<file path="config.mk">
export PLATFORM = sky130hd
export DESIGN_NAME = power_up_reset_sequencer
export DESIGN_NICKNAME = d
export VERILOG_FILES = /design/src/rst_seq_pkg.sv /design/src/power_up_reset_sequencer.sv
export SDC_FILE = /design/constraint.sdc
export NUM_CORES = 1
export LEC_CHECK = 0
export ABC_AREA = 0
export BUFFER_PORTS_ARGS = -buffer_cell sky130_fd_sc_hd__buf_2
export CORE_ASPECT_RATIO = 0.6
export CORE_UTILIZATION = 60
export CTS_BUF_LIST = sky130_fd_sc_hd__clkbuf_16
export DETAILED_ROUTE_END_ITERATION = 8
export MAX_ROUTING_LAYER = met4
export PLACE_DENSITY = 0.87
export SKIP_CTS_REPAIR_TIMING = 1
export SLEW_MARGIN = 30
export SYNTH_ARGS = -nofsm -noshare
export SYNTH_HDL_FRONTEND = slang
export SYNTH_SLANG_ARGS = --single-unit
</file>
<file path="constraint.sdc">
create_clock -name clk -period 4.71 [get_ports clk]
set_clock_uncertainty 0.1 [all_clocks]
set_input_delay 1.413 -clock clk [delete_from_list [all_inputs] [get_ports clk]]
set_output_delay 1.413 -clock clk [all_outputs]
set_load 0.01 [all_outputs]
</file>
<file path="src/rst_seq_pkg.sv">
`default_nettype none
package rst_seq_pkg;
    // clock and time figures
    localparam int unsigned CLK_MHZ        = 125;
    localparam int unsigned FILT_MIN_NS    = 475;
    localparam int unsigned FILT_MAX_NS    = 2000;
    localparam int unsigned FILT_CYC       = (FILT_MIN_NS * CLK_MHZ + 999) / 1000;
    localparam int unsigned FILT_MAX_CYC   = (FILT_MAX_NS * CLK_MHZ) / 1000;
    // start-up phase lengths in oscillator cycles, warm stretch in peripheral clock rises
    localparam int unsigned OSC_CHECK_CYC  = 1032;
    localparam int unsigned FUSE_LOAD_CYC  = 1160;
    localparam int unsigned PUMP_UP_CYC    = 688;
    localparam int unsigned BANK_UP_CYC    = 617;
    localparam int unsigned POR_STRETCH_CYC = 2256;
    localparam int unsigned WARM_STRETCH_CYC = 32;
    localparam logic [31:0] BOOT_ADDR      = 32'h0000_0000;
    // register byte addresses
    localparam logic [7:0] ADDR_EXC_STAT   = 8'h00;
    localparam logic [7:0] ADDR_GLB_STAT   = 8'h04;
    localparam logic [7:0] ADDR_SEQ_STAT   = 8'h08;
    localparam logic [7:0] ADDR_CTRL       = 8'h0C;
    // flag positions
    localparam int unsigned EXC_POWERUP    = 15;
    localparam int unsigned EXC_WDOG       = 13;
    localparam int unsigned EXC_SELFTEST   = 5;
    localparam int unsigned EXC_SOFT       = 4;
    localparam int unsigned EXC_EXTERNAL   = 3;
    localparam int unsigned GLB_OSC_FAIL   = 0;
    localparam int unsigned GLB_SLIP_LO    = 8;
    localparam int unsigned GLB_SLIP_HI    = 9;
    localparam int unsigned CTRL_SOFT_RST  = 0;
    localparam logic [31:0] EXC_RESET      = 32'h0000_0000;
    localparam logic [31:0] GLB_RESET      = 32'h0000_0000;
    localparam logic [1:0]  RESP_OKAY      = 2'b00;
    localparam logic [1:0]  RESP_SLVERR    = 2'b10;

    typedef enum logic [2:0] {
        ST_WAIT  = 3'b000,
        ST_OSC   = 3'b001,
        ST_FUSE  = 3'b010,
        ST_PUMP  = 3'b011,
        ST_BANK  = 3'b100,
        ST_RUN   = 3'b101
    } seq_state_e;

    // reset requests from inside the device
    typedef struct packed {
        logic osc_fail;
        logic pll_slip;
        logic wdog;
        logic selftest;
    } rst_req_s;
endpackage
`default_nettype wire

</file>
<file path="src/power_up_reset_sequencer.sv">
`default_nettype none
module power_up_reset_sequencer #(
    parameter int unsigned FILT_MIN = rst_seq_pkg::FILT_CYC
) (
    input  wire  logic        clk,                // 125 MHz, also oscillator count clock
    input  wire  logic        reset_n,            // synchronous, active low
    input  wire  logic        power_on_reset_n_pin, // pin level, pulldown applied outside
    output logic              power_on_pull_down, // weak pulldown request
    input  wire  logic        io_supply_good,     // i/o supply above threshold
    input  wire  logic        core_supply_good,   // core supply above threshold
    input  wire  logic        warm_reset_pin_i,   // warm reset pin level
    output logic              warm_reset_pin_o,   // pin output value, always low
    output logic              warm_reset_pin_oe,  // high while pulling pin low
    output logic              warm_reset_pull_up, // weak pullup request
    input  wire  logic        peripheral_clock,   // peripheral clock, sampled
    input  wire  rst_seq_pkg::rst_req_s rst_req,  // internal reset requests
    output logic              cpu_reset_n,        // cpu reset, low holds cpu
    output logic [31:0]       cpu_boot_addr,      // first fetch address
    output logic [2:0]        seq_phase,          // current start-up phase
    input  wire  logic        s_axi_awvalid,      // axi4-lite write address
    output logic              s_axi_awready,      // write address ready
    input  wire  logic [7:0]  s_axi_awaddr,       // write byte address
    input  wire  logic        s_axi_wvalid,       // write data valid
    output logic              s_axi_wready,       // write data ready
    input  wire  logic [31:0] s_axi_wdata,        // write data
    input  wire  logic [3:0]  s_axi_wstrb,        // byte enables
    output logic              s_axi_bvalid,       // write response valid
    input  wire  logic        s_axi_bready,       // write response ready
    output logic [1:0]        s_axi_bresp,        // write response
    input  wire  logic        s_axi_arvalid,      // read address valid
    output logic              s_axi_arready,      // read address ready
    input  wire  logic [7:0]  s_axi_araddr,       // read byte address
    output logic              s_axi_rvalid,       // read data valid
    input  wire  logic        s_axi_rready,       // read data ready
    output logic [31:0]       s_axi_rdata,        // read data
    output logic [1:0]        s_axi_rresp         // read response
);
    localparam int unsigned CW = 12;

    // three-stage synchronisers for pins and peripheral clock
    logic [2:0] por_sync_q, warm_sync_q, pclk_sync_q;
    always_ff @(posedge clk)
    begin
        por_sync_q  <= {por_sync_q[1:0], power_on_reset_n_pin};
        warm_sync_q <= {warm_sync_q[1:0], warm_reset_pin_i};
        pclk_sync_q <= {pclk_sync_q[1:0], peripheral_clock};
    end

    // agreed levels from second and third stage
    wire por_agree_low  = ~por_sync_q[1] & ~por_sync_q[2];
    wire por_agree_high = por_sync_q[1] & por_sync_q[2];
    wire warm_agree_low = ~warm_sync_q[1] & ~warm_sync_q[2];
    wire pclk_rise      = pclk_sync_q[1] & ~pclk_sync_q[2];

    // glitch filters: low must last FILT_MIN cycles before it counts
    logic [7:0] por_filt_q, warm_filt_q;
    logic       por_low_q, warm_low_q;
    wire  [7:0] filt_min = FILT_MIN[7:0];
    wire        self_drive;
    always_ff @(posedge clk)
    begin
        if (!reset_n || !por_agree_low)
            por_filt_q <= 8'h00;
        else if (por_filt_q != filt_min)
            por_filt_q <= por_filt_q + 8'h01;
        if (!reset_n || !warm_agree_low || self_drive)
            warm_filt_q <= 8'h00;
        else if (warm_filt_q != filt_min)
            warm_filt_q <= warm_filt_q + 8'h01;
    end

    // filtered power-on and external warm reset levels
    always_ff @(posedge clk)
    begin
        if (!reset_n)
        begin
            por_low_q  <= 1'b1;
            warm_low_q <= 1'b0;
        end
        else
        begin
            if (por_filt_q == filt_min)
                por_low_q <= 1'b1;
            else if (por_agree_high)
                por_low_q <= 1'b0;
            warm_low_q <= (warm_filt_q == filt_min);
        end
    end

    // power-on condition from pin and both supplies
    logic soft_rst_q;
    wire por_active = por_low_q | ~io_supply_good | ~core_supply_good;
    wire ext_warm   = warm_low_q;
    wire int_warm   = |rst_req | soft_rst_q;

    // start-up sequencer
    rst_seq_pkg::seq_state_e state_q, state_d;
    logic [CW-1:0] cnt_q;
    wire  [CW-1:0] phase_len =
        (state_q == rst_seq_pkg::ST_OSC)  ? CW'(rst_seq_pkg::OSC_CHECK_CYC) :
        (state_q == rst_seq_pkg::ST_FUSE) ? CW'(rst_seq_pkg::FUSE_LOAD_CYC) :
        (state_q == rst_seq_pkg::ST_PUMP) ? CW'(rst_seq_pkg::PUMP_UP_CYC) :
                                            CW'(rst_seq_pkg::BANK_UP_CYC);
    wire phase_done = (cnt_q == phase_len - CW'(1));

    // next phase selection
    always_comb
    begin
        state_d = state_q;
        unique case (state_q)
            rst_seq_pkg::ST_WAIT: if (!por_active) state_d = rst_seq_pkg::ST_OSC;
            rst_seq_pkg::ST_OSC:  if (phase_done) state_d = rst_seq_pkg::ST_FUSE;
            rst_seq_pkg::ST_FUSE: if (phase_done) state_d = rst_seq_pkg::ST_PUMP;
            rst_seq_pkg::ST_PUMP: if (phase_done) state_d = rst_seq_pkg::ST_BANK;
            rst_seq_pkg::ST_BANK: if (phase_done) state_d = rst_seq_pkg::ST_RUN;
            rst_seq_pkg::ST_RUN:  state_d = rst_seq_pkg::ST_RUN;
            default:              state_d = rst_seq_pkg::ST_WAIT;
        endcase
    end

    // phase state and counter
    always_ff @(posedge clk)
    begin
        if (!reset_n || por_active)
        begin
            state_q <= rst_seq_pkg::ST_WAIT;
            cnt_q   <= '0;
        end
        else
        begin
            state_q <= state_d;
            cnt_q   <= (state_d != state_q) ? '0 : cnt_q + CW'(1);
        end
    end

    // warm reset stretch: por release or other cause
    logic [CW-1:0] por_str_q;
    logic [5:0]    warm_str_q;
    logic          warm_busy_q;
    always_ff @(posedge clk)
    begin
        if (!reset_n || por_active)
            por_str_q <= CW'(rst_seq_pkg::POR_STRETCH_CYC);
        else if (por_str_q != '0)
            por_str_q <= por_str_q - CW'(1);
        if (!reset_n)
        begin
            warm_str_q  <= '0;
            warm_busy_q <= 1'b0;
        end
        else if (int_warm || ext_warm)
        begin
            warm_str_q  <= 6'(rst_seq_pkg::WARM_STRETCH_CYC + 1); // extra rise: partial period
            warm_busy_q <= 1'b1;
        end
        else if (warm_str_q != '0)
        begin
            if (pclk_rise)
                warm_str_q <= warm_str_q - 6'd1;
        end
        else
            warm_busy_q <= 1'b0;
    end

    // pin drive: open drain, low only
    assign self_drive = por_active | (por_str_q != '0) | warm_busy_q;
    logic oe_q, cpu_rst_n_q;
    always_ff @(posedge clk)
    begin
        if (!reset_n)
        begin
            oe_q        <= 1'b1;
            cpu_rst_n_q <= 1'b0;
        end
        else
        begin
            oe_q        <= self_drive;
            cpu_rst_n_q <= (state_q == rst_seq_pkg::ST_RUN) & ~self_drive;
        end
    end
    assign warm_reset_pin_oe  = oe_q;
    assign warm_reset_pin_o   = 1'b0;
    assign warm_reset_pull_up = 1'b1;
    assign power_on_pull_down = 1'b1;
    assign cpu_reset_n        = cpu_rst_n_q;
    assign cpu_boot_addr      = rst_seq_pkg::BOOT_ADDR;
    assign seq_phase          = state_q;

    // decode results used by the handshake logic
    wire        wr_hit;
    wire        rd_hit;
    wire [31:0] rd_data;

    // axi4-lite handshakes
    logic aw_q, w_q, bvalid_q, arvalid_q, rvalid_q;
    logic [7:0]  awaddr_q;
    logic [31:0] wdata_q, rdata_q;
    logic [3:0]  wstrb_q;
    logic [1:0]  bresp_q, rresp_q;
    wire do_write = aw_q & w_q & ~bvalid_q;
    always_ff @(posedge clk)
    begin
        if (!reset_n)
        begin
            aw_q <= 1'b0;
            w_q  <= 1'b0;
            bvalid_q <= 1'b0;
            rvalid_q <= 1'b0;
            awaddr_q <= '0;
            wdata_q  <= '0;
            wstrb_q  <= '0;
            bresp_q  <= rst_seq_pkg::RESP_OKAY;
            rresp_q  <= rst_seq_pkg::RESP_OKAY;
            rdata_q  <= '0;
        end
        else
        begin
            if (s_axi_awvalid && !aw_q)
            begin
                aw_q <= 1'b1;
                awaddr_q <= s_axi_awaddr;
            end
            if (s_axi_wvalid && !w_q)
            begin
                w_q <= 1'b1;
                wdata_q <= s_axi_wdata;
                wstrb_q <= s_axi_wstrb;
            end
            if (do_write)
            begin
                aw_q <= 1'b0;
                w_q  <= 1'b0;
                bvalid_q <= 1'b1;
                bresp_q  <= wr_hit ? rst_seq_pkg::RESP_OKAY : rst_seq_pkg::RESP_SLVERR;
            end
            else if (bvalid_q && s_axi_bready)
                bvalid_q <= 1'b0;
            if (s_axi_arvalid && !rvalid_q)
            begin
                rvalid_q <= 1'b1;
                rdata_q  <= rd_data;
                rresp_q  <= rd_hit ? rst_seq_pkg::RESP_OKAY : rst_seq_pkg::RESP_SLVERR;
            end
            else if (rvalid_q && s_axi_rready)
                rvalid_q <= 1'b0;
        end
    end
    assign s_axi_awready = ~aw_q;
    assign s_axi_wready  = ~w_q;
    assign s_axi_bvalid  = bvalid_q;
    assign s_axi_bresp   = bresp_q;
    assign s_axi_arready = ~rvalid_q;
    assign s_axi_rvalid  = rvalid_q;
    assign s_axi_rdata   = rdata_q;
    assign s_axi_rresp   = rresp_q;

    // address decode
    wire wr_exc  = awaddr_q == rst_seq_pkg::ADDR_EXC_STAT;
    wire wr_glb  = awaddr_q == rst_seq_pkg::ADDR_GLB_STAT;
    wire wr_ctrl = awaddr_q == rst_seq_pkg::ADDR_CTRL;
    assign wr_hit = wr_exc | wr_glb | wr_ctrl | (awaddr_q == rst_seq_pkg::ADDR_SEQ_STAT);
    assign rd_hit = (s_axi_araddr == rst_seq_pkg::ADDR_EXC_STAT) |
                   (s_axi_araddr == rst_seq_pkg::ADDR_GLB_STAT) |
                   (s_axi_araddr == rst_seq_pkg::ADDR_SEQ_STAT) |
                   (s_axi_araddr == rst_seq_pkg::ADDR_CTRL);
    logic [31:0] exc_q, glb_q;
    assign rd_data =
        (s_axi_araddr == rst_seq_pkg::ADDR_EXC_STAT) ? exc_q :
        (s_axi_araddr == rst_seq_pkg::ADDR_GLB_STAT) ? glb_q :
        (s_axi_araddr == rst_seq_pkg::ADDR_SEQ_STAT) ?
            {28'h000_0000, cpu_rst_n_q, state_q} :
        (s_axi_araddr == rst_seq_pkg::ADDR_CTRL) ? {31'h0000_0000, soft_rst_q} : 32'h0000_0000;

    // write-one-to-clear masks, byte enabled
    wire [31:0] wmask = {{8{wstrb_q[3]}}, {8{wstrb_q[2]}}, {8{wstrb_q[1]}}, {8{wstrb_q[0]}}};
    wire [31:0] exc_clr = (do_write && wr_exc) ? (wdata_q & wmask) : 32'h0000_0000;
    wire [31:0] glb_clr = (do_write && wr_glb) ? (wdata_q & wmask) : 32'h0000_0000;

    // event set vectors
    logic por_seen_q;
    wire  por_rise = por_active & ~por_seen_q;
    logic [31:0] exc_set, glb_set;
    always_comb
    begin
        exc_set = 32'h0000_0000;
        glb_set = 32'h0000_0000;
        exc_set[rst_seq_pkg::EXC_POWERUP]  = por_rise;
        exc_set[rst_seq_pkg::EXC_WDOG]     = rst_req.wdog;
        exc_set[rst_seq_pkg::EXC_SELFTEST] = rst_req.selftest;
        exc_set[rst_seq_pkg::EXC_SOFT]     = soft_rst_q;
        exc_set[rst_seq_pkg::EXC_EXTERNAL] = ext_warm;
        glb_set[rst_seq_pkg::GLB_OSC_FAIL] = rst_req.osc_fail;
        glb_set[rst_seq_pkg::GLB_SLIP_LO]  = rst_req.pll_slip;
        glb_set[rst_seq_pkg::GLB_SLIP_HI]  = rst_req.pll_slip;
    end

    // sticky cause flags, set beats clear, warm reset leaves them
    always_ff @(posedge clk)
    begin
        if (!reset_n)
        begin
            exc_q      <= rst_seq_pkg::EXC_RESET;
            glb_q      <= rst_seq_pkg::GLB_RESET;
            por_seen_q <= 1'b0;
            soft_rst_q <= 1'b0;
        end
        else
        begin
            exc_q      <= (exc_q & ~exc_clr) | exc_set;
            glb_q      <= (glb_q & ~glb_clr) | glb_set;
            por_seen_q <= por_active;
            soft_rst_q <= do_write & wr_ctrl & wstrb_q[0] &
                          wdata_q[rst_seq_pkg::CTRL_SOFT_RST];
        end
    end

    // cycle counter for cpu release check
    logic [CW-1:0] since_q;
    always_ff @(posedge clk)
    begin
        if (!reset_n || state_q == rst_seq_pkg::ST_WAIT)
            since_q <= '0;
        else if (since_q != {CW{1'b1}})
            since_q <= since_q + CW'(1);
    end

    chk_cpu_release_order: assert property (@(posedge clk) disable iff (!reset_n)
        cpu_rst_n_q |-> since_q >= CW'(3497))
        else $error("cpu released before start-up phases finished");
    chk_seq_needs_power: assert property (@(posedge clk) disable iff (!reset_n)
        (state_q == rst_seq_pkg::ST_WAIT && por_active) |=> state_q == rst_seq_pkg::ST_WAIT)
        else $error("sequence left wait while power-on reset active");
    chk_phase_osc_len: assert property (@(posedge clk) disable iff (!reset_n)
        $rose(state_q == rst_seq_pkg::ST_FUSE) |-> $past(cnt_q) == CW'(1031))
        else $error("oscillator phase length wrong");
    chk_warm_drive_por: assert property (@(posedge clk) disable iff (!reset_n)
        por_active |=> oe_q)
        else $error("warm reset pin not driven during power-on reset");
    // cycles since the power-on condition went away, for the stretch check
    logic [CW-1:0] por_rel_q;
    always_ff @(posedge clk)
    begin
        if (!reset_n || por_active)
            por_rel_q <= '0;
        else if (por_rel_q != {CW{1'b1}})
            por_rel_q <= por_rel_q + CW'(1);
    end

    chk_por_stretch: assert property (@(posedge clk) disable iff (!reset_n)
        (!por_active && por_rel_q < CW'(rst_seq_pkg::POR_STRETCH_CYC)) |-> oe_q)
        else $error("warm reset released too early after power-on");
    chk_warm_stretch: assert property (@(posedge clk) disable iff (!reset_n)
        $rose(rst_req.wdog) |-> ##2 oe_q [*8])
        else $error("warm reset not held after internal cause");
    chk_sticky_por: assert property (@(posedge clk) disable iff (!reset_n)
        por_rise |=> exc_q[rst_seq_pkg::EXC_POWERUP])
        else $error("power-up flag not set");
    chk_slip_pair: assert property (@(posedge clk) disable iff (!reset_n)
        glb_q[rst_seq_pkg::GLB_SLIP_LO] == glb_q[rst_seq_pkg::GLB_SLIP_HI] ||
        $past(glb_clr) != 32'h0000_0000)
        else $error("slip flag bits disagree");
    chk_ext_flag: assert property (@(posedge clk) disable iff (!reset_n)
        ext_warm |=> exc_q[rst_seq_pkg::EXC_EXTERNAL] ##1 oe_q)
        else $error("external warm reset not flagged");
endmodule
`default_nettype wire

</file>
==> flow_metrics.env, run 1 <==
export IMPL_track_usage=0.256
export IMPL_syn_area_sq_um=8690
export IMPL_cts_root_buffer="clkbuf_16"
export IMPL_switching_share=0.226
export IMPL_fin_setup_tns_ps=0
export IMPL_seqCellArea_sq_um=4220
export IMPL_die_w_um=157
export IMPL_first_global_vias=5974
export IMPL_rrSetupSlack_ps=1550
export IMPL_clock_path_buffers=3
export IMPL_synth_flop_cell="dfxtp_1"
export IMPL_tightestPinTransition_ps=889
export IMPL_dp_final_hpwl_mm=12.4
export IMPL_io_buffers=111
export IMPL_status="finished, final reports clean"
export IMPL_wl_per_cell_um=14.4
export IMPL_cp_start_kind="flip-flop"
export IMPL_p_switching_uw=801
export IMPL_cts_inserted_buffers=19
export IMPL_leakage_uw=0.00405
export IMPL_row_count=33
export IMPL_die_y_um=95.2
export IMPL_min_period_ps=3160
export IMPL_coreArea_sq_um=13900
export IMPL_clock_fmax_mhz=317
export IMPL_ys_seq_area_frac=0.486
export IMPL_first_pass_iters=5
export IMPL_cts_clk_slew_worst_paths_ps=70
export IMPL_routed_wl_mm=18.3
export IMPL_dieArea_sq_um=15000
export IMPL_antenna_found_initial=0
export IMPL_grt_start_max_net_pins=90
export IMPL_gp_congestion=0.828
export IMPL_worstHoldPathType="reg2reg"
export IMPL_ys_types=57
export IMPL_final_max_slew_viol_count=0
export IMPL_hold_end="por_sync_q[1]$_DFF_P_"
export IMPL_peakVddDrop_mv=0.266
export IMPL_intPower_uw=2740
export IMPL_finalInstanceArea_sq_um=9790
export IMPL_async_flop_share=0
export IMPL_relSlewSlack=0.406
export IMPL_synth_cells=980
export IMPL_r2r_start="seq_phase[0]$_SDFF_PP0_"
export IMPL_reg2reg_depth=8
export IMPL_cts_sinks=211
export IMPL_drt_initial_drc_count=429
export IMPL_grt_pass1_wl_mm=29.6
export IMPL_seq_power_share=0.523
export IMPL_crit_fanout=11
export IMPL_antenna_violating_nets_post_route=0
export IMPL_ctsHtreeMaxLevel=1
export IMPL_power_frac_comb=0.054
export IMPL_timing_final_crit_share=0.670
export IMPL_clk_latency_ps=490
export IMPL_synth_seq_cells=211
export IMPL_hold_violations=0
export IMPL_synth_edf_count=0
export IMPL_multi_input_area_sq_um=4040
export IMPL_setup_viol=0
export IMPL_reg2reg_to="cnt_q[10]$_SDFF_PP0_"
export IMPL_endpoint_kind="flip-flop"
export IMPL_ys_warn_count=0
export IMPL_cp_required_ps=4940
export IMPL_final_cell_mix="dfxtp_1 (211), nand2_1 (190), buf_2 (110)"
export IMPL_powerDensity_nw_per_um2=362
export IMPL_drive_gt1_frac=0.149
export IMPL_viasPerCell=5.28
export IMPL_io_pins=149
export IMPL_syn_to_final_growth_pct=12.6
export IMPL_min_from="por_sync_q[0]$_DFF_P_"
export IMPL_start_util=0.625
export IMPL_criticalPathCategory="reg2reg"
export IMPL_syn_avg_cell_area_sq_um=8.87
export IMPL_via_count=6698
export IMPL_dpl_cell_area_sq_um=9180
export IMPL_final_common_cell="dfxtp_1"
export IMPL_max_cap_violations=0
export IMPL_p_clk_frac=0.423
export IMPL_cts_tree="built"
export IMPL_hold_slack_ps=229
export IMPL_rsz0062_at_grt="no"
export IMPL_holdPathStages=0
export IMPL_drc=0
export IMPL_critPathArrivalTime_ps=3390
export IMPL_overflow=0
export IMPL_nNetsFinal=1140
export IMPL_fillers=1113
==> power groups by stage <==
stage	logic (uW)	clock network (uW)	registers [uW]
3_5_place_dp	192	0	1890
5_1_grt	217	1600	1860
6_report	193	1500	1850
4_1_cts	193	1520	1850
2_1_floorplan	151	0	1880
3_3_place_gp	187	0	1890
==> per-layer routing <==
| layer | share of wire | up-vias | routed length [um] | global-route usage |
|---|---|---|---|---|
| li1 | - | 3378 | - | - |
| met1 | 0.50 | 3114 | 9080 | 0.370 |
| met2 | 0.43 | 182 | 7830 | 0.374 |
| met3 | 0.061 | 24 | 1120 | 0.0427 |
| met4 | 0.016 | 0 | 286 | 0.0534 |
| met5 | 0 | - | 0 | - |
==> worst max-delay path, stage by stage (launching register included) <==
cell	delay, ps
dfxtp_1	620
inv_1	200
nor3b_1	380
ha_1	320
xnor2_1	130
nor3_1	220
o311ai_1	280
a211oi_2	650
nor3_1	120
==> synth_stat cells (3+ instances only) <==
master,number,share of area
a211oi_1,3,0.0026
a21boi_0,46,0.040
a21oi_1,72,0.041
a22oi_1,4,0.0035
a31oi_1,4,0.0029
and2_1,41,0.030
and3_1,10,0.0072
buf_2,6,0.0035
buf_4,37,0.032
clkbuf_1,46,0.020
dfxtp_1,211,0.49
ha_1,9,0.013
inv_1,20,0.0086
mux2i_1,41,0.047
nand2_1,191,0.082
nand2b_1,7,0.0050
nand3_1,15,0.0086
nand3b_1,6,0.0052
nand4_1,4,0.0029
nand4b_1,4,0.0040
nor2_1,35,0.015
nor2b_1,19,0.014
nor3_1,19,0.011
nor3b_1,5,0.0043
nor4_1,4,0.0029
o21a_1,6,0.0052
o21ai_0,37,0.021
or3_1,6,0.0043
or4_1,4,0.0035
xnor2_1,19,0.019
xor2_1,19,0.019
==> kinds of logic (layout without fill, tap and decap cells) <==
| kind of cell | Yosys count | count (layout) | share of synthesized area |
|---|---|---|---|
| muxes | 43 | 43 | 0.0511 |
| and+or+nand+nor | 383 | 383 | 0.217 |
| AOI/OAI and AO/OA | 183 | 183 | 0.129 |
| adders and majority gates | 9 | 9 | 0.0130 |
| buffers and inverters | 111 | 172 | 0.0656 |
| other | 2 | 38 | 0.000864 |
| DFF | 211 | 211 | 0.486 |
| xor gates and xnor gates | 38 | 38 | 0.0383 |
==> sequential cells by signal (all words and copies together) (netlist names), 3 cells and up <==
name and count:
cnt_q 12, por_filt_q 8, seq_phase 3, por_str_q 12, wstrb_q 4, warm_sync_q 3
por_sync_q 3, s_axi_rdata 32, glb_q 32, warm_filt_q 8, pclk_sync_q 3, warm_str_q 6
exc_q 32, wdata_q 32, awaddr_q 8
==> worst max-delay path by stage <==
stage                       startpoint                      endpoint  slack, ps  depth (start not counted)
5_1_grt        seq_phase[0]$_SDFF_PP0_           cnt_q[7]$_SDFF_PP0_       1300                          8
6_report       seq_phase[0]$_SDFF_PP0_          cnt_q[10]$_SDFF_PP0_       1550                          8
3_3_place_gp           s_axi_araddr[5]  s_axi_rdata[30]$_SDFFE_PN0P_       1040                          6
2_1_floorplan          s_axi_araddr[5]  s_axi_rdata[11]$_SDFFE_PN0P_       1650                          7
4_1_cts                s_axi_araddr[5]   s_axi_rdata[9]$_SDFFE_PN0P_       1390                          6
3_5_place_dp           s_axi_araddr[5]  s_axi_rdata[30]$_SDFFE_PN0P_        910                          6
==> layout make-up <==
type | instances | area share
diodes | 1 | 0.000256
clock buffers | 19 | 0.0486
clock inverters | 15 | 0.0124
inverters | 20 | 0.00767
multi-input cells | 693 | 0.413
flip-flops and latches | 211 | 0.432
well taps | 192 | 0.0245
repair buffers | 118 | 0.0624
==> through the flow <==
stage | setup WS [ps] | util | cells | total power [uW]
final | 1550 | 0.703 | 1269 | 3550
after global routing | 1300 | 0.703 | 1268 | 3670
after CTS | 1390 | 0.703 | 1268 | 3570
after detailed placement | 914 | 0.660 | 1234 | 2080
after global placement | 1040 | 0.660 | 1234 | 2080
after floorplan | 1650 | - | 1015 | 2030
No activity file was read; power rests on OpenSTA's default activity.
==> run 2, diff against run 1 <==
Settings changed: ABC_AREA 0 to 1, CORE_UTILIZATION 60 to 56, PLACE_DENSITY 0.87 to 0.82.
Clock period 4.71 ns to 3.2 ns, I/O delays scaled along.
==> run 2 against run 1 <==
  * Sequential share of layout area shrank 0.44 points
  * Combinational power grew 100%
  * Maximum frequency grew 20%
  * Setup slack lost 980 ps
  * Worst hold slack is essentially flat
  * Global-route usage grew 1.3 points
  * Flip-flop and latch count is the same
  * Largest cell class unchanged
  * Area after synthesis shrank 0.69%
  * Highest routed layer unchanged
  * Cell area grew 1.0%
  * Via count grew 12%
  * Critical path depth grew 8
==> flow_metrics.env, run 2 <==
export IMPL_final_max_slew_viol_count=0
export IMPL_cp_start_kind="flip-flop"
export IMPL_clock_fmax_mhz=381
export IMPL_synth_seq_cells=211
export IMPL_final_cell_mix="dfxtp_1 (211), nor2_1 (164), nand2_1 (151)"
export IMPL_syn_to_final_growth_pct=14.5
export IMPL_peakVddDrop_mv=0.309
export IMPL_async_flop_share=0
export IMPL_io_buffers=111
export IMPL_viasPerCell=5.24
export IMPL_post_synth_top_count_cell="dfxtp_1"
export IMPL_first_pass_iters=5
export IMPL_total_power_uw=5500
export IMPL_fin_setup_tns_ps=0
export IMPL_tightestPinTransition_ps=618
export IMPL_gp_congestion=0.904
export IMPL_critPathMostFrequentCell="nand2_2"
export IMPL_clock_path_buffers=3
export IMPL_slowest_stage="dfxtp_1"
export IMPL_ys_warn_count=0
export IMPL_setup_viol=0
export IMPL_cpLargestDelayFamily="simple AND/OR/NAND/NOR gates"
export IMPL_multi_input_area_sq_um=3580
export IMPL_drc=0
export IMPL_synthTopCellsByArea="dfxtp_1 (49%), nor2_1 (7.2%), o21ai_0 (6.7%), nand2_1 (6.6%), inv_1 (5.7%)"
export IMPL_synth_flop_cell="dfxtp_1"
export IMPL_wl_per_cell_um=14.3
export IMPL_powerDensity_nw_per_um2=556
export IMPL_grt_start_max_net_pins=95
export IMPL_slowest_delay_ps=550
export IMPL_drt_initial_drc_count=694
export IMPL_io_pins=149
export IMPL_drive_gt1_frac=0.152
export IMPL_fillers=1264
export IMPL_crit_chain="inv_4 > nand2_2 > nor2_1 > ha_1 > inv_1 > nand2_1 > nand2_1 > nor2_1 > nand3_1 > nor2_4 > nand2_2 > nand2_2 > nand3_2 > nand2_2 > nand3_2 > nor2_2"
export IMPL_holdPathStages=0
export IMPL_via_count=7505
export IMPL_status="finished, final reports clean"
export IMPL_antenna_found_initial=0
export IMPL_ctsHtreeMaxLevel=1
export IMPL_overflow=0
export IMPL_final_common_cell="dfxtp_1"
export IMPL_min_period_ps=2630
export IMPL_die_y_um=98.2
export IMPL_dieArea_sq_um=15900
export IMPL_antenna_violating_nets_post_route=0
export IMPL_die_w_um=162
export IMPL_track_usage=0.268
export IMPL_coreArea_sq_um=14800
export IMPL_cts_root_buffer="clkbuf_16"
export IMPL_rsz0062_at_grt="no"
export IMPL_row_count=34
export IMPL_worstHoldPathType="reg2reg"
export IMPL_endpoint_kind="flip-flop"
export IMPL_cts_inserted_buffers=20
export IMPL_cts_clk_slew_worst_paths_ps=60
export IMPL_syn_area_sq_um=8630
export IMPL_critical_path_depth=16
export IMPL_synth_edf_count=0
export IMPL_hold_violations=0
export IMPL_antennaDiodeCount=0
export IMPL_crit_fanout=12
export IMPL_ys_seq_area_frac=0.489
export IMPL_relSlewSlack=0.585
export IMPL_dp_final_hpwl_mm=14.3
export IMPL_netlist_area_leader_share=0.489
export IMPL_max_cap_violations=0
export IMPL_reg2reg_depth=16
export IMPL_leakage_uw=0.00447
export IMPL_start_util=0.585
export IMPL_cts_tree="built"
export IMPL_critPathArrivalTime_ps=2930
export IMPL_timing_final_crit_share=0.821
export IMPL_grt_pass1_wl_mm=33.6
export IMPL_nNetsFinal=1298
export IMPL_seqCellArea_sq_um=4220
export IMPL_first_global_vias=6753
export IMPL_criticalPathCategory="reg2reg"
export IMPL_routed_wl_mm=20.5
export IMPL_synth_cells=1118
export IMPL_yosys_top_cells_count="dfxtp_1 (211), nor2_1 (165), nand2_1 (151)"
export IMPL_cts_sinks=211
export IMPL_ys_types=37
export IMPL_synth_area_leader_cell="dfxtp_1"
export IMPL_cp_required_ps=3510
export IMPL_clk_latency_ps=490
export IMPL_cp_num_buf_inv=2
export IMPL_syn_avg_cell_area_sq_um=7.72
-- run 2: cell types whose count changed after synthesis, moves of 28 or more --
cell / change
mux2i_1: -41
a21boi_0: -46
inv_1: +110
nor2_1: +130
o21ai_0: +78
o211ai_1: +28
and2_1: -41
nand2_1: -40
-- run 2: cell type report --
type	instances	share of cell area
clock buffers	21	0.0531
clock inverters	14	0.0113
inverters	137	0.0523
multi-input cells	725	0.362
flip-flops and latches	211	0.427
well taps	198	0.0251
repair buffers	126	0.0688
-- run 2: final timing paths --
kind	start	endpoint	slack, ps
setup / recovery	seq_phase[2]$_SDFF_PP0_	cnt_q[8]$_SDFF_PP0_	570
hold / removal	pclk_sync_q[0]$_DFF_P_	pclk_sync_q[1]$_DFF_P_	230
setup reg to reg	seq_phase[2]$_SDFF_PP0_	cnt_q[8]$_SDFF_PP0_	570
hold reg to reg	pclk_sync_q[0]$_DFF_P_	pclk_sync_q[1]$_DFF_P_	230
-- run 2: logic make-up (layout without fill, tap and decap cells) --
family / Yosys count / count (layout) / synth area share
AND/OR/NAND/NOR: 405 / 405 / 0.202
flip-flops: 211 / 211 / 0.489
AO/OA/AOI/OAI: 254 / 254 / 0.162
buffers and inverters: 217 / 298 / 0.112
adder cells (fa/ha/maj): 9 / 9 / 0.0130
other: 2 / 37 / 0.000870
XOR/XNOR: 20 / 20 / 0.0203
-- run 2: through the flow --
stage | instances | setup slack [ps] | util | cell area (sq um) | hold WS, ps
5_1_grt | 1432 | 370 | 0.670 | 9890 | 233
3_5_place_dp | 1397 | 467 | 0.627 | 9250 | 212
2_1_floorplan | 1153 | 915 | - | 8770 | 210
4_1_cts | 1432 | 582 | 0.670 | 9890 | 226
6_report | 1432 | 572 | 0.670 | 9890 | 229
3_3_place_gp | 1397 | 585 | 0.627 | 9250 | 211
-- run 2: report_power, final --
part | internal, uW | switching, uW | total, uW
Clock | 1350 | 970 | 2320
Sequential | 2720 | 63.3 | 2790
Combinational | 138 | 256 | 394
Total | 4210 | 1290 | 5500
-- run 2: routing by layer --
| layer | routed length (um) | share of wire | GRT usage | vias up |
|---|---|---|---|---|
| met2 | 8120 | 0.40 | 0.353 | 285 |
| met4 | 355 | 0.017 | 0.0610 | 0 |
| li1 | - | - | - | 3753 |
| met3 | 1660 | 0.081 | 0.0395 | 38 |
| met5 | 0 | 0 | - | - |
| met1 | 10400 | 0.51 | 0.420 | 3429 |
==> run 3, diff against run 2 <==
Settings changed: ABC_AREA 1 to 0.
Clock period 3.2 ns to 2.5 ns, I/O delays scaled along.
==> run 3 against run 2 <==
  * Power increased by 25%
  * Cell area up 1.8%
  * Final cell count decreased by 9.4%
  * Clock-buffer cell count is the same
  * Die area rose by 0.68%
  * Via count down 9.7%
  * Combinational power down 5%
  * Core utilization up 1.0 points
  * Highest routed layer unchanged
==> flow_metrics.env, run 3 (same netlist as run 1, synthesis figures left out) <==
export IMPL_cts_root_buffer="clkbuf_16"
export IMPL_row_count=34
export IMPL_seq_power_share=0.509
export IMPL_r2r_start="seq_phase[0]$_SDFF_PP0_"
export IMPL_leakage_uw=0.00421
export IMPL_fillers=1228
export IMPL_route_met3_wl_mm=1.03
export IMPL_die_w_um=163
export IMPL_route_met2_wl_mm=7.97
export IMPL_min_from="pclk_sync_q[0]$_DFF_P_"
export IMPL_setup_viol=0
export IMPL_grt_start_max_net_pins=154
export IMPL_holdPathStages=0
export IMPL_switching_share=0.225
export IMPL_wl_met1_mm=9.50
export IMPL_power_frac_comb=0.055
export IMPL_dp_slack_ps=67.0
export IMPL_drt_initial_drc_count=464
export IMPL_multi_input_area_sq_um=4060
export IMPL_hold_violations=0
export IMPL_tightestPinTransition_ps=584
export IMPL_drive_gt1_frac=0.172
export IMPL_final_max_slew_viol_count=0
export IMPL_track_usage=0.244
export IMPL_final_cell_mix="dfxtp_1 (209), nand2_1 (191), buf_2 (110)"
export IMPL_dieArea_sq_um=16000
export IMPL_rrSetupSlack_ps=150
export IMPL_seqCellArea_sq_um=4230
export IMPL_final_util=0.680
export IMPL_first_pass_iters=5
export IMPL_nNetsFinal=1163
export IMPL_p_switching_uw=1540
export IMPL_total_power_uw=6850
export IMPL_peakVddDrop_mv=0.440
export IMPL_cts_inserted_buffers=20
export IMPL_drc=0
export IMPL_clock_fmax_mhz=426
export IMPL_cts_sinks=211
export IMPL_final_common_cell="dfxtp_1"
export IMPL_cp_required_ps=2800
export IMPL_grt_pass1_wl_mm=30.9
export IMPL_critPathArrivalTime_ps=2650
export IMPL_coreArea_sq_um=14800
export IMPL_start_util=0.587
export IMPL_hold_slack_ps=222
export IMPL_endpoint_kind="flip-flop"
export IMPL_dp_final_hpwl_mm=13.0
export IMPL_syn_to_final_growth_pct=15.8
export IMPL_antenna_found_initial=1
export IMPL_finalWorstSetupSlack_ps=152
export IMPL_clock_path_buffers=3
export IMPL_intPower_uw=5310
export IMPL_status="finished, final reports clean"
export IMPL_wl_per_cell_um=14.4
export IMPL_overflow=0
export IMPL_powerDensity_nw_per_um2=681
export IMPL_p_clk_frac=0.436
export IMPL_first_global_vias=6211
export IMPL_dpl_cell_area_sq_um=9420
export IMPL_cts_clk_slew_worst_paths_ps=70
export IMPL_routed_wl_mm=18.7
export IMPL_timing_final_crit_share=0.939
export IMPL_reg2reg_depth=8
export IMPL_routed_top_layer="met4"
export IMPL_viasPerCell=5.23
export IMPL_antenna_violating_nets_post_route=0
export IMPL_ctsHtreeMaxLevel=1
export IMPL_hold_end="pclk_sync_q[1]$_DFF_P_"
export IMPL_worstHoldPathType="reg2reg"
export IMPL_cts_tree="built"
export IMPL_finalInstanceArea_sq_um=10100
export IMPL_clk_latency_ps=490
export IMPL_criticalPathCategory="reg2reg"
export IMPL_via_count=6777
export IMPL_gp_congestion=0.862
export IMPL_relSlewSlack=0.611
export IMPL_min_period_ps=2350
export IMPL_io_buffers=111
export IMPL_die_y_um=98.5
export IMPL_max_cap_violations=0
export IMPL_startpoint="seq_phase[0]$_SDFF_PP0_"
export IMPL_reg2reg_to="seq_phase[1]$_SDFF_PP0_"
export IMPL_io_pins=149
export IMPL_crit_fanout=6
export IMPL_cp_start_kind="flip-flop"
[run 3: cell count changes in the layout (fill, tap and decap cells not counted), sizes merged, moves of 12 or more]
cell,delta
inv,-113
and2,+42
nor2b,+19
a21boi,+46
o211ai,-28
nor2,-143
nand2,+34
mux2i,+41
xnor2,+12
o21ai,-78
buf,+14
a21oi,-12
[run 3: final cells by class]
| type | count | share of cell area |
|---|---|---|
| well taps | 198 | 0.0246 |
| clock inverters | 13 | 0.0112 |
| diodes | 1 | 0.000249 |
| inverters | 20 | 0.00746 |
| flip-flops and latches | 211 | 0.420 |
| clock buffers | 21 | 0.0522 |
| multi-input cells | 693 | 0.403 |
| repair buffers | 140 | 0.0808 |
[run 3: critical path, cell delays in order (launching register included)]
cell and delay [ps]:
dfxtp_4 370, inv_2 70, nor3b_2 230, ha_1 280, xnor2_1 140, nor3_2 210
o311ai_2 150, or4_1 500, a211oi_2 220
[run 3: layer usage]
metal | vias to the layer above | track usage
met5 | - | -
met4 | 0 | 0.0510
met3 | 22 | 0.0404
met2 | 171 | 0.355
met1 | 3158 | 0.354
li1 | 3426 | -
[run 3: worst max path at each step]
stage	cells past startpoint	slack, ps	endpoint
floorplan	9	60	seq_phase[1]$_SDFF_PP0_
global placement	7	120	s_axi_rdata[29]$_SDFFE_PN0P_
detailed placement	7	70	s_axi_rdata[9]$_SDFFE_PN0P_
CTS	8	120	seq_phase[1]$_SDFF_PP0_
global route	8	-10	seq_phase[1]$_SDFF_PP0_
finish	8	150	seq_phase[1]$_SDFF_PP0_
[run 3: power groups by stage]
stage                     registers, uW  clock network [uW]  logic, uW
after global routing               3500                3180        419
after detailed placement           3560                   0        374
after floorplan                    3550                   0        284
after CTS                          3490                3030        377
final                              3490                2990        376
after global placement             3560                   0        368
[run 3: stage by stage]
| stage | cells | setup TNS [ps] |
|---|---|---|
| 2_1_floorplan | 1015 | 0 |
| 4_1_cts | 1296 | 0 |
| 3_5_place_dp | 1262 | 0 |
| 3_3_place_gp | 1262 | 0 |
| 5_1_grt | 1297 | -11.3 |
| 6_report | 1297 | 0 |
